$ cat src/rtl/sdbm_pkg.sv
package sdbm_pkg;

  // Register byte offsets
  localparam logic [11:0] SDBM_CTRL_OFF = 12'h000;
  localparam logic [11:0] SDBM_MASK_OFF = 12'h004;
  localparam logic [11:0] SDBM_STAT_OFF = 12'h008;

  // Reset values and writable bits; reserved bits read as zero
  localparam logic [31:0] SDBM_CTRL_RST = 32'h0000_0000;
  localparam logic [31:0] SDBM_MASK_RST = 32'h0000_0000;
  localparam logic [31:0] SDBM_CTRL_WMASK = 32'hFFFC_B77C;
  localparam logic [31:0] SDBM_MASK_WMASK = 32'hFFFF_017F;

  // Mask register fields
  localparam int SDBM_BAM_LO = 16;
  localparam int SDBM_WP_BIT = 8;
  localparam int SDBM_CPU_BIT = 6;
  localparam int SDBM_ALT_BIT = 5;
  localparam int SDBM_SC_BIT = 4;
  localparam int SDBM_SD_BIT = 3;
  localparam int SDBM_UC_BIT = 2;
  localparam int SDBM_UD_BIT = 1;
  localparam int SDBM_VALID_BIT = 0;

  // Control register fields
  localparam int SDBM_RE_BIT = 15;
  localparam int SDBM_MRS_BIT = 6;
  localparam int SDBM_IP_BIT = 3;

  typedef enum logic [1:0] {
    SDBM_CMD_NONE,
    SDBM_CMD_ACCESS,
    SDBM_CMD_PRECHARGE,
    SDBM_CMD_MODE
  } sdbm_cmd_t;

  // One processor-side bus cycle offered to the block
  typedef struct packed {
    logic valid;
    logic write;
    logic cpu_space;
    logic alt_master;
    logic supervisor;
    logic code;
    logic [31:0] addr;
  } sdbm_acc_t;

  // Whole state of the block
  typedef struct packed {
    logic [31:0] ctrl;
    logic [31:0] mask;
    logic [31:0] prdata;
    logic pready;
    logic pslverr;
    logic hit;
    logic cmd_valid;
    sdbm_cmd_t cmd;
    logic [10:0] sdram_addr;
    logic [15:0] hit_count;
  } sdbm_state_t;

  // Block hit decision, shared by the datapath and its checks
  function automatic logic sdbm_block_hit(input logic [31:0] ctrl, input logic [31:0] mask,
                                          input sdbm_acc_t acc);
    logic addr_ok;
    logic type_off;
    addr_ok = (((acc.addr[31:16] ^ ctrl[31:16]) & ~mask[31:16]) == 16'h0000);
    type_off = (acc.cpu_space & mask[SDBM_CPU_BIT]) | (acc.alt_master & mask[SDBM_ALT_BIT])
             | (acc.supervisor & acc.code & mask[SDBM_SC_BIT])
             | (acc.supervisor & ~acc.code & mask[SDBM_SD_BIT])
             | (~acc.supervisor & acc.code & mask[SDBM_UC_BIT])
             | (~acc.supervisor & ~acc.code & mask[SDBM_UD_BIT]);
    return acc.valid & mask[SDBM_VALID_BIT] & addr_ok & ~type_off & ~(acc.write & mask[SDBM_WP_BIT]);
  endfunction : sdbm_block_hit

endpackage : sdbm_pkg

$ cat src/rtl/sdbm_block_map.sv
// Local design decisions: the placing of the registers and the APB register port.
module sdbm_block_map
  import sdbm_pkg::*;
#(
  parameter int ADDR_W = 32
)
(
  // Clock, reset, enable
  input wire logic i_clk,
  input wire logic i_rst,
  input wire logic i_ce,
  // APB slave
  input wire logic i_psel,
  input wire logic i_penable,
  input wire logic i_pwrite,
  input wire logic [11:0] i_paddr,
  input wire logic [31:0] i_pwdata,
  output logic [31:0] o_prdata,
  output logic o_pready,
  output logic o_pslverr,
  // Processor bus cycle
  input wire sdbm_acc_t i_acc,
  // SDRAM command side
  output logic o_hit,
  output logic o_cmd_valid,
  output sdbm_cmd_t o_cmd,
  output logic [10:0] o_sdram_addr,
  output logic o_refresh_en
);

  // The compare and mode mapping are written for a 32-bit bus address only
  if (ADDR_W != 32)
  begin : g_bad_width
    $error("sdbm_block_map: ADDR_W must be 32");
  end

  sdbm_state_t s_reg;
  sdbm_state_t s_next;
  logic hit_c;
  logic apb_wr_c;
  logic fire_pre_c;
  logic fire_mode_c;
  logic [10:0] mode_map_c;

  // Hit decision and command selection for the offered cycle
  always_comb
  begin
    hit_c = sdbm_block_hit(s_reg.ctrl, s_reg.mask, i_acc);
    fire_pre_c = hit_c & i_acc.write & s_reg.ctrl[SDBM_IP_BIT];
    fire_mode_c = hit_c & ~fire_pre_c & s_reg.ctrl[SDBM_MRS_BIT];
    apb_wr_c = i_psel & i_penable & i_pwrite & s_reg.pready;
  end

  // Mode value picked off the cycle address, A10 down to A0
  assign mode_map_c = {i_acc.addr[20], i_acc.addr[19], i_acc.addr[18], i_acc.addr[17],
                       i_acc.addr[9], i_acc.addr[10], i_acc.addr[11], i_acc.addr[12],
                       i_acc.addr[13], i_acc.addr[14], i_acc.addr[15]};

  // Next state: bus slave, command issue, arm bit housekeeping
  always_comb
  begin
    s_next = s_reg;
    s_next.hit = hit_c;
    s_next.cmd_valid = hit_c;
    s_next.cmd = SDBM_CMD_NONE;
    if (fire_pre_c)
    begin
      s_next.cmd = SDBM_CMD_PRECHARGE;
      s_next.ctrl[SDBM_IP_BIT] = 1'b0;
    end
    else if (fire_mode_c)
    begin
      s_next.cmd = SDBM_CMD_MODE;
      s_next.sdram_addr = mode_map_c;
      s_next.ctrl[SDBM_MRS_BIT] = 1'b0;
    end
    else if (hit_c)
    begin
      s_next.cmd = SDBM_CMD_ACCESS;
    end
    if (hit_c)
    begin
      s_next.hit_count = s_reg.hit_count + 16'h0001;
    end
    // Answer comes in the first cycle of the access phase; read data is caught at setup
    s_next.pready = 1'b0;
    if (i_psel & ~i_penable)
    begin
      s_next.pready = 1'b1;
      s_next.pslverr = 1'b0;
      if (i_paddr == SDBM_CTRL_OFF)
      begin
        s_next.prdata = s_reg.ctrl;
      end
      else if (i_paddr == SDBM_MASK_OFF)
      begin
        s_next.prdata = s_reg.mask;
      end
      else if (i_paddr == SDBM_STAT_OFF)
      begin
        s_next.prdata = {14'h0000, s_reg.cmd, s_reg.hit_count};
      end
      else
      begin
        s_next.prdata = 32'h0000_0000;
        s_next.pslverr = 1'b1;
      end
    end
    // A software write beats a hardware clear of an arm bit in the same cycle
    if (apb_wr_c && i_paddr == SDBM_CTRL_OFF)
    begin
      s_next.ctrl = i_pwdata & SDBM_CTRL_WMASK;
    end
    else if (apb_wr_c && i_paddr == SDBM_MASK_OFF)
    begin
      s_next.mask = i_pwdata & SDBM_MASK_WMASK;
    end
  end

  // State register; clock enable freezes everything
  always_ff @(posedge i_clk)
  begin
    if (i_rst)
    begin
      s_reg <= '{ctrl: SDBM_CTRL_RST, mask: SDBM_MASK_RST, prdata: 32'h0000_0000, pready: 1'b0,
                 pslverr: 1'b0, hit: 1'b0, cmd_valid: 1'b0, cmd: SDBM_CMD_NONE,
                 sdram_addr: 11'h000, hit_count: 16'h0000};
    end
    else if (i_ce)
    begin
      s_reg <= s_next;
    end
  end

  // Outputs straight from the state register
  assign o_prdata = s_reg.prdata;
  assign o_pready = s_reg.pready;
  assign o_pslverr = s_reg.pslverr;
  assign o_hit = s_reg.hit;
  assign o_cmd_valid = s_reg.cmd_valid;
  assign o_cmd = s_reg.cmd;
  assign o_sdram_addr = s_reg.sdram_addr;
  assign o_refresh_en = s_reg.ctrl[SDBM_RE_BIT];
endmodule : sdbm_block_map

$ cat config.mk
export PLATFORM = sky130hd
export DESIGN_NAME = sdbm_block_map
export DESIGN_NICKNAME = d
export VERILOG_FILES = /design/src/rtl/sdbm_pkg.sv /design/src/rtl/sdbm_block_map.sv
export SDC_FILE = /design/constraint.sdc
export NUM_CORES = 1
export LEC_CHECK = 0
export ABC_CLOCK_PERIOD_IN_PS = 2600
export CAP_MARGIN = 20
export CORE_MARGIN = 5
export CORE_UTILIZATION = 60
export DETAILED_ROUTE_END_ITERATION = 16
export DONT_BUFFER_PORTS = 1
export GPL_ROUTABILITY_DRIVEN = 0
export HOLD_SLACK_MARGIN = 0.08
export PLACE_DENSITY = 0.73
export SLEW_MARGIN = 30
export SYNTH_ARGS = -nofsm -noshare
export SYNTH_HDL_FRONTEND = slang
export SYNTH_SLANG_ARGS = --single-unit
$ cat constraint.sdc
create_clock -name i_clk -period 2.6 [get_ports i_clk]
set_input_delay 0.26 -clock i_clk [delete_from_list [all_inputs] [get_ports i_clk]]
set_output_delay 0.26 -clock i_clk [all_outputs]
set_load 0.01 [all_outputs]
* Word level (Yosys, flattened, before mapping)
Index checks and enable logic that the tools add are counted.
** Storage, ports and cells
- Register bits :: 113
- Input port bits :: 88
- Output and inout bits :: 50
- Word-level logic and storage cells :: 80
** Operators by class
- Add/subtract/negate cells :: 1
- Equality and inequality tests :: 3
- Muxes and demuxes :: 14
- Bitwise gates (word level) :: 38
- Reductions and logical operators :: 13
** Operators by type and width (number)
- 32-bit two-way mux :: 2
- 1-bit AND :: 23
- 18-bit two-way mux :: 1
- 16-bit by 1-bit adder with 16-bit output, second input constant :: 1
- 16-bit AND :: 1
- 16-bit zero test :: 1
- 16-bit inverter :: 1
- 16-bit bitwise XOR :: 1
- 12-bit by 3-bit == test with 1-bit output, second input constant :: 1
- 12-bit by 4-bit == test with 1-bit output, second input constant :: 1
- 12-bit zero test :: 1
- 3-bit AND reduction :: 3
- 2-bit AND reduction :: 4
- 1-bit two-way mux :: 7
- 7-bit two-way mux :: 1
- 1-bit inverter :: 7
- 2-bit two-way mux :: 3
- 1-bit OR :: 5
- 2-bit nonzero test :: 2
- 1-bit logical AND :: 2
- 2-bit by 1-bit != test with 1-bit output, second input constant :: 1

* Logic depth before layout (Yosys ltp)
Gate-level depths: netlist of run 1.
- Word-level depth :: 17
- Gate-level depth with buffers :: 7
- Gate-level depth less buffers :: 6

* Worst setup path before layout of run 1
OpenSTA, ideal clock, no wires.
- Path type :: register to register
- From :: register s_reg[123] (netlist name)
- To :: register s_reg[10] (netlist name)
- Setup time :: 0.123 ns
- Arrival time :: 1.986 ns
- Setup slack :: 0.490 ns
- Stages on the path, launching flop included :: 8
- Buffers on the path :: 2
- Clock period less this slack :: 2.110 ns
- Cells stage by stage :: dfxtp_1 xnor2_1 o22ai_1 or4_1 buf_6 buf_8 nor4_2 mux2_1
** Between the ends
- Longest elaborated chain between the ends :: 7
** RTL lines
- start, declared :: RTL line sdbm_block_map.sv:37 : sdbm_state_t s_reg;
- start signal, assigned :: RTL line sdbm_block_map.sv:125 : s_reg <= '{ctrl: SDBM_CTRL_RST, mask: SDBM_MASK_RST, prdata: 32'h0000_0000, pready: 1'b0,
- start signal, assigned :: RTL line sdbm_block_map.sv:131 : s_reg <= s_next;
- 16-bit bitwise XOR :: RTL line sdbm_pkg.sv:67 : addr_ok = (((acc.addr[31:16] ^ ctrl[31:16]) & ~mask[31:16]) == 16'h0000);
- 16-bit AND :: RTL line sdbm_pkg.sv:67
- 16-bit zero test :: RTL line sdbm_pkg.sv:67
- 1-bit AND (3 in series) :: RTL line sdbm_pkg.sv:73 : return acc.valid & mask[SDBM_VALID_BIT] & addr_ok & ~type_off & ~(acc.write & mask[SDBM_WP_BIT]);
- 2-bit AND reduction (no line)
Every way passes these cells.
A chain may end at the register's enable or synchronous reset.

* Final worst setup path of run 1
- From :: register s_reg[118] (netlist name)
- To :: register s_reg[7] (netlist name)
Same word-level chain as after synthesis.

==> flow_metrics.tcl, run 1 <==
set metrics [dict create \
    seq_area_frac_synth 0.4019 \
    ys_types 49 \
    clk_pin_slew_worst_paths_ns 0.06 \
    cts_root_buf "clkbuf_8" \
    rows 35 \
    hold_path_class "input port to register" \
    totalWireLength_um 14630 \
    grt_pass1_vias 4686 \
    r2r_slack_ns 0.18 \
    drt_pass1_iterations 6 \
    ys_ff_latch 113 \
    min_period_ns 2.415 \
    cts_tree "built" \
    critPathArrivalTime_ns 2.81 \
    setup_tns_ns 0 \
    yosysTopAreaCell "dfxtp_1" \
    syn_inst 666 \
    rsz0062_at_grt "false" \
    ys_warn_count 0 \
    ys_async_sr_fraction 0 \
    antenna_cells 0 \
    highest_layer "met4" \
    vias 4693 \
    worstSkewPairLatency_ns 0.51 \
    critPathCapture "s_reg[7]$_SDFFE_PP0P_" \
    setup_violations 0 \
    slew_violations 0 \
    antenna_found_initial 0 \
    port_buffers 0 \
    cp-start-kind "register" \
    clock_sinks 113 \
    synthesis.area_um2 5629 \
    wl_met2_um 6592 \
    drive_gt1_frac 0.1123 \
    nets 744 \
    reg2reg_to "s_reg[7]$_SDFFE_PP0P_" \
    h-tree-depth 4 \
    dr_wl_met3_um 1395 \
    relSlewSlack 0.6301 \
    ir_drop_mv 0.3851 \
    largest_reg_flops 64 \
    p_leak_uw 0.002243 \
    wl_per_cell_um 18.78 \
    worstMarginPinSlew_ns 0.5549 \
    core_area_um2 9196 \
    cp_max_fo 17 \
    numCtsBuffers 17 \
    start_util 0.6121 \
    drc 0 \
    synth_edf_count 0 \
    r2r-start "s_reg[118]$_SDFFE_PP0P_" \
    end_kind "register" \
    maxCapViolCount 0 \
    synth_top_area_frac 0.4019 \
    timing.final.ws_setup_ns 0.1845 \
    p_per_area_nw_per_um2 667.7 \
    fin_crit_sh 0.9290 \
    synthFlopType "dfxtp_1" \
    synth_area_leaders "dfxtp_1 40%, nand2_1 7.9%, buf_4 6.7%" \
    grt_max_degree 144 \
    dp_hpwl_um 9512 \
    post_cts_resized 0 \
    syn_nets 755 \
    fp.dieArea_um2 11420 \
    dp_slack_ns 0.2392 \
    critical_path_class "register to register" \
    grt.overflow.total 0 \
    synth_top_cells_by_count "119 x nand2_1, 113 x dfxtp_1, 67 x a21oi_1, 50 x buf_4, 46 x nor2_1" \
    grt_usage 0.2603 \
    critPathLaunch "s_reg[118]$_SDFFE_PP0P_" \
    crit_required_ns 3.00 \
    die_h_um 106.9 \
    ioPinCount 138 \
    avgSynthCellArea_um2 8.452 \
    die_w_um 106.9 \
    grt_pass1_wl_um 23490 \
    hold_viol_final 0 \
    routed_via_density 6.024 \
    post-synth-top-count-cell "nand2_1" \
    reg2reg_depth 6 \
    skew_ns 0.01065 \
    drt-met1-wl_um 6366 \
    outcome "complete, no violations" \
    drt_iter0_drc 367 \
    area_growth_pct 14.29 \
    max_freq_mhz 414.0 \
    p_total_uw 4296 \
    cts.path.max_buffers 2 \
    antenna_left 0 \
]
-- worst max-delay path, stage by stage, from the launching register on --
cell and delay, ns:
dfxtp_1 0.33, xnor2_1 0.26, o22ai_1 0.12, or4_1 0.58, buf_4 0.25, nor4b_1 0.39, mux2_2 0.38
-- per-layer routing --
layer / vias up / track usage
met5: - / 0
met1: 2217 / 0.3275
met2: 221 / 0.4159
li1: 2231 / -
met3: 24 / 0.09272
met4: 0 / 0.08676
-- timing repair --
item,CTS,global route
hold buffers,46,0
hold endpoints to repair,113,0
buffers inserted,0,0
-- worst min-delay path by stage --
| stage | to | cells after the start | slack, ns | start |
|---|---|---|---|---|
| after floorplan | s_reg[101]$_SDFFE_PP0P_ | 2 | 0.40 | i_pwdata[4] |
| after global placement | o_prdata[16]$_SDFFE_PP0P_ | 1 | 0.35 | i_rst |
| after detailed placement | o_prdata[16]$_SDFFE_PP0P_ | 1 | 0.34 | i_rst |
| after CTS | o_prdata[30]$_SDFFE_PP0P_ | 3 | 0.09 | i_paddr[2] |
| after global routing | s_reg[103]$_SDFFE_PP0P_ | 4 | 0.11 | i_paddr[6] |
| final | o_prdata[30]$_SDFFE_PP0P_ | 3 | 0.10 | i_paddr[2] |
-- cells by family (layout without fill, tap and decap cells) --
logic type | after synthesis | in the layout | synth area share
AOI/OAI and AO/OA | 110 | 110 | 0.1169
adders and majority gates | 1 | 1 | 0.002222
and+or+nand+nor | 277 | 277 | 0.2518
muxes | 54 | 54 | 0.1027
buffers and inverters | 97 | 99 | 0.1027
DFF | 113 | 113 | 0.4019
xor gates and xnor gates | 14 | 14 | 0.02178
-- cells in the final DEF, fill, tap and decap left out, drive strengths merged, types with 7 or more instances in the layout --
cell,n
a21oi,67
nor2b,16
nor4,14
dfxtp,113
clkbuf,19
nand2,119
a2bb2oi,14
a22oi,7
nand2b,26
nor2,46
xnor2,14
mux2i,33
o22ai,7
mux2,20
buf,18
dlygate4sd3,44
nand3,20
-- stage by stage --
stage               instances  utilization  hold slack (ns)  cell area [µm²]
finish                    779       0.6996           0.1017             6434
global route              779       0.6996           0.1092             6434
CTS                       779       0.6996          0.08907             6434
detailed placement        701       0.5804           0.3449             5338
global placement          701       0.5804           0.3490             5338
floorplan                 666            -           0.3960             5629
-- final cells by class --
| type | instances | area, µm² |
|---|---|---|
| Clock buffer | 19 | 421.7 |
| Clock inverter | 13 | 186.4 |
| Fill cell | 686 | 2763 |
| Inverter | 5 | 18.77 |
| Multi-Input combinational cell | 456 | 2798 |
| Sequential cell | 113 | 2262 |
| Tap cell | 111 | 138.9 |
| Timing Repair Buffer | 62 | 608.1 |
-- power breakdown --
part           leakage, µW  internal, µW  switching, µW
Combinational      0.00105          88.8           92.3
Clock             0.000284          1560            823
Sequential        0.000910          1730           1.84
No activity file was read; power rests on OpenSTA's default activity.
==> run 2: changes to the inputs <==
CORE_UTILIZATION = 50   (was 60)
GPL_TIMING_DRIVEN = 0   (was unset)
PLACE_DENSITY = 0.62   (was 0.73)
==> flow_metrics.tcl, run 2 (synthesized netlist as in run 1, its figures left out) <==
set metrics [dict create \
    core_area_um2 10940 \
    h-tree-depth 4 \
    final_common_cell "nand2_1" \
    reg2reg_depth 5 \
    drt_iter0_drc 347 \
    max_freq_mhz 415.2 \
    post_cts_resized 0 \
    regArea_um2 2262 \
    critPathArrivalTime_ns 2.70 \
    p_leak_uw 0.002481 \
    crit_required_ns 2.89 \
    fillers 973 \
    grt_pass1_wl_um 25560 \
    clk_pin_slew_worst_paths_ns 0.05 \
    rsz0062_at_grt "false" \
    worstMarginPinSlew_ns 0.8101 \
    cts_root_buf "clkbuf_16" \
    cp_max_fo 10 \
    hold_path_class "input port to register" \
    slew_violations 0 \
    wl_per_cell_um 18.53 \
    skew_ns 0.008155 \
    dr_wl_met3_um 1482 \
    grt_usage 0.2495 \
    start_util 0.5148 \
    fp.dieArea_um2 13480 \
    area_growth_pct 21.12 \
    die_h_um 116.1 \
    hold_viol_final 0 \
    ioPinCount 138 \
    relSlewSlack 0.4600 \
    grt_max_degree 17 \
    rows 38 \
    worstSkewPairLatency_ns 0.42 \
    setup_violations 0 \
    drive_gt1_frac 0.1531 \
    min_period_ns 2.409 \
    hold_depth 2 \
    wl_met2_um 7223 \
    drt-met1-wl_um 7209 \
    p_per_area_nw_per_um2 629.9 \
    final_cell_mix "119 x nand2_1, 113 x dfxtp_1, 67 x a21oi_1" \
    routed_via_density 5.581 \
    critical_path_class "register to register" \
    holdPathEnd "o_cmd[0]$_SDFFE_PP0P_" \
    placedInstanceArea_um2 5804 \
    drc 0 \
    outcome "complete, no violations" \
    multi_input_area_um2 2789 \
    cts_tree "built" \
    nets 815 \
    clock_sinks 113 \
    setup_tns_ns 0 \
    die_w_um 116.1 \
    drt_pass1_iterations 5 \
    cp-start-kind "register" \
    reg2reg_to "s_reg[14]$_SDFFE_PP0P_" \
    port_buffers 0 \
    ir_drop_mv 0.6203 \
    holdCritStartpoint "i_acc[36]" \
    totalWireLength_um 16270 \
    end_kind "register" \
    grt_pass1_vias 4820 \
    maxCapViolCount 0 \
    post-cts-setup-buffers 0 \
    highest_layer "met4" \
    hold_buffers 41 \
    finalHoldWorstSlack_ns 0.1023 \
    final_cell_area_um2 6818 \
    grt.overflow.total 0 \
    cts.path.max_buffers 2 \
    finalCoreUtilization 0.6235 \
    fin_crit_sh 0.9264 \
    dp_hpwl_um 11860 \
    r2r-start "s_reg[66]$_SDFFE_PP0P_" \
    antenna_found_initial 0 \
    r2r_slack_ns 0.19 \
    largest_reg_flops 64 \
    numCtsBuffers 17 \
    antenna_left 0 \
    antenna_cells 0 \
    vias 4900 \
]
==> run 2: cell types whose count changed in the layout (fill, tap and decap cells not counted), sizes merged <==
cell,change
inv,-1
bufinv,-2
buf,+47
dlygate4sd3,-3
clkinvlp,-4
clkinv,-2
clkbuf,+35
==> run 2: worst max-delay path, cell delays in order, from the launching register on <==
cell	delay (ns)
dfxtp_1	0.35
mux4_2	0.51
nand4b_1	0.42
buf_2	0.36
nor4_2	0.28
mux2_1	0.36
==> run 2: worst max path at each step <==
stage / startpoint / end / slack [ns] / cells after the start
2_1_floorplan: s_reg[123]$_SDFFE_PP0P_ / s_reg[10]$_SDFFE_PP0P_ / 0.49 / 7
5_1_grt: s_reg[66]$_SDFFE_PP0P_ / s_reg[14]$_SDFFE_PP0P_ / 0.04 / 5
3_5_place_dp: s_reg[66]$_SDFFE_PP0P_ / s_reg[14]$_SDFFE_PP0P_ / 0.24 / 5
3_3_place_gp: i_paddr[5] / s_reg[115]$_SDFFE_PP0P_ / 0.27 / 6
6_report: s_reg[66]$_SDFFE_PP0P_ / s_reg[14]$_SDFFE_PP0P_ / 0.19 / 5
4_1_cts: s_reg[66]$_SDFFE_PP0P_ / s_reg[14]$_SDFFE_PP0P_ / 0.21 / 5
==> run 2: where the power goes <==
part	internal (µW)	total (µW)	switching [µW]
clock	1580	2360	780
combinational	86.7	197	110
sequential	1740	1740	2.05
==> run 2: area by class of cell <==
class                           instances  share of cell area
Buffer                                 92             0.08203
Tap cell                              140             0.02569
Sequential cell                       113              0.3318
Clock inverter                          4             0.01028
Inverter                                5            0.002753
Clock buffer                           27             0.07818
Timing Repair Buffer                   41             0.06019
Multi-Input combinational cell        456              0.4091
==> run 2: per-layer routing <==
layer | track usage | up-vias
li1 | - | 2361
met1 | 0.3310 | 2290
met2 | 0.3820 | 220
met3 | 0.07668 | 29
met4 | 0.09745 | 0
met5 | 0 | -
==> run 2: stage by stage <==
stage	instances	setup WS [ns]	power [µW]
3_5_place_dp	806	0.2391	1910
5_1_grt	878	0.04330	4413
6_report	878	0.1915	4294
4_1_cts	878	0.2143	4309
2_1_floorplan	666	0.4901	1871
3_3_place_gp	806	0.2651	1909
==> run 3: changes to the inputs <==
CORE_ASPECT_RATIO = 0.5   (was unset)
==> flow_metrics.tcl, run 3 (synthesized netlist as in run 1, its figures left out) <==
set metrics [dict create \
    relSlewSlack 0.4490 \
    clockPowerShare 0.555 \
    crit_required_ns 2.90 \
    min_period_ns 2.411 \
    drt_iter0_drc 305 \
    area_growth_pct 21.23 \
    fin_crit_sh 0.9274 \
    outcome "complete, no violations" \
    drc 0 \
    switching_share 0.2140 \
    setup_violations 0 \
    vias 4847 \
    cp_cell_sequence "xnor2_1 -> o22ai_1 -> or4_1 -> buf_6 -> buf_8 -> nor4_2 -> mux2_1" \
    critical_path_class "register to register" \
    critPathArrivalTime_ns 2.71 \
    p_seq_frac 0.400 \
    start_util 0.5111 \
    end_kind "register" \
    pwr-share-comb 0.046 \
    grt_pass1_vias 4722 \
    h-tree-depth 4 \
    die_w_um 160.1 \
    clock_sinks 113 \
    antenna_found_initial 0 \
    worstSkewPairLatency_ns 0.42 \
    rsz0062_at_grt "false" \
    skew_ns 0.009696 \
    fp.dieArea_um2 13610 \
    antenna_left 0 \
    antenna_cells 0 \
    die_h_um 85.03 \
    cts_root_buf "clkbuf_16" \
    post-cts-setup-buffers 0 \
    drive_gt1_frac 0.1574 \
    worstMarginPinSlew_ns 0.8265 \
    rows 27 \
    p_leak_uw 0.002474 \
    cts.path.max_buffers 2 \
    cp_max_fo 10 \
    setup_tns_ns 0 \
    finalHoldWorstSlack_ns 0.09894 \
    hold_buffers 40 \
    clk_pin_slew_worst_paths_ns 0.05 \
    worst_path_max_delay_cell "or4_1" \
    hold_viol_final 0 \
    p_per_area_nw_per_um2 636.4 \
    maxCapViolCount 0 \
    largest_reg_flops 64 \
    core_area_um2 11010 \
    totalWireLength_um 16230 \
    port_buffers 0 \
    p_sw_uw 929.2 \
    placedInstanceArea_um2 5811 \
    nets 814 \
    ir_drop_mv 0.5560 \
    post_cts_resized 0 \
    grt_pass1_wl_um 25420 \
    hold_path_class "input port to register" \
    final_common_cell "nand2_1" \
    dp_hpwl_um 11730 \
    grt_max_degree 17 \
    wl_per_cell_um 18.40 \
    grt_usage 0.2376 \
    numCtsBuffers 17 \
    slew_violations 0 \
    internal_power_uw 3414 \
    p_total_uw 4343 \
    max_stage_delay_ns 0.62 \
    cts_tree "built" \
    grt.overflow.total 0 \
    max_freq_mhz 414.7 \
    drt_pass1_iterations 5 \
    ioPinCount 138 \
    cp-start-kind "register" \
    final_cell_area_um2 6824 \
    routed_via_density 5.495 \
    final_cell_mix "119 x nand2_1, 113 x dfxtp_1, 67 x a21oi_1" \
]
## run 3: worst paths after layout
| check | end | depth (start not counted) | start | slack (ns) |
|---|---|---|---|---|
| worst max register to register | s_reg[9]$_SDFFE_PP0P_ | 7 | s_reg[123]$_SDFFE_PP0P_ | 0.19 |
| worst max-delay path | s_reg[9]$_SDFFE_PP0P_ | 7 | s_reg[123]$_SDFFE_PP0P_ | 0.19 |
| worst min-delay path | o_cmd[1]$_SDFFE_PP0P_ | 2 | i_acc[36] | 0.1 |
| worst min register to register | o_prdata[15]$_SDFFE_PP0P_ | 2 | o_prdata[15]$_SDFFE_PP0P_ | 0.45 |
## run 3: critical path, delay by kind of cell, from the launching register on
kind                   cells  cell delay, ns
AO/OA/AOI/OAI              1            0.13
flip-flops                 1            0.32
AND/OR/NAND/NOR            2            0.94
XOR/XNOR                   1            0.22
buffers and inverters      2            0.33
multiplexers               1            0.35
## run 3: layout make-up
cell class | count | area (µm²)
Sequential cell | 113 | 2262
Inverter | 5 | 18.77
Clock inverter | 10 | 132.6
Tap cell | 145 | 181.4
Fill cell | 982 | 4189
Clock buffer | 21 | 480.5
Buffer | 92 | 559.3
Timing Repair Buffer | 40 | 400.4
Multi-Input combinational cell | 456 | 2789
## run 3: per-stage QoR
step / cells / utilization / worst slack [ns]
floorplan: 666 / - / 0.4901
global placement: 811 / 0.5276 / 0.2004
detailed placement: 811 / 0.5276 / 0.2144
CTS: 882 / 0.6196 / 0.2000
global route: 882 / 0.6196 / 0.06471
finish: 882 / 0.6196 / 0.1888
## run 3: metal layers
metal | wire length [µm] | track usage | vias to the layer above
met5 | 0 | 0 | -
met4 | 165 | 0.07182 | 0
met3 | 1019 | 0.06647 | 20
met2 | 7538 | 0.3858 | 128
met1 | 7502 | 0.3111 | 2342
li1 | - | - | 2357
## run 3: power by group through the flow
stage | combinational [µW] | clock (µW) | sequential, µW
final | 198 | 2410 | 1740
after global routing | 213 | 2520 | 1740
after CTS | 197 | 2430 | 1740
after detailed placement | 140 | 0 | 1770
after global placement | 140 | 0 | 1770
after floorplan | 99.0 | 0 | 1770
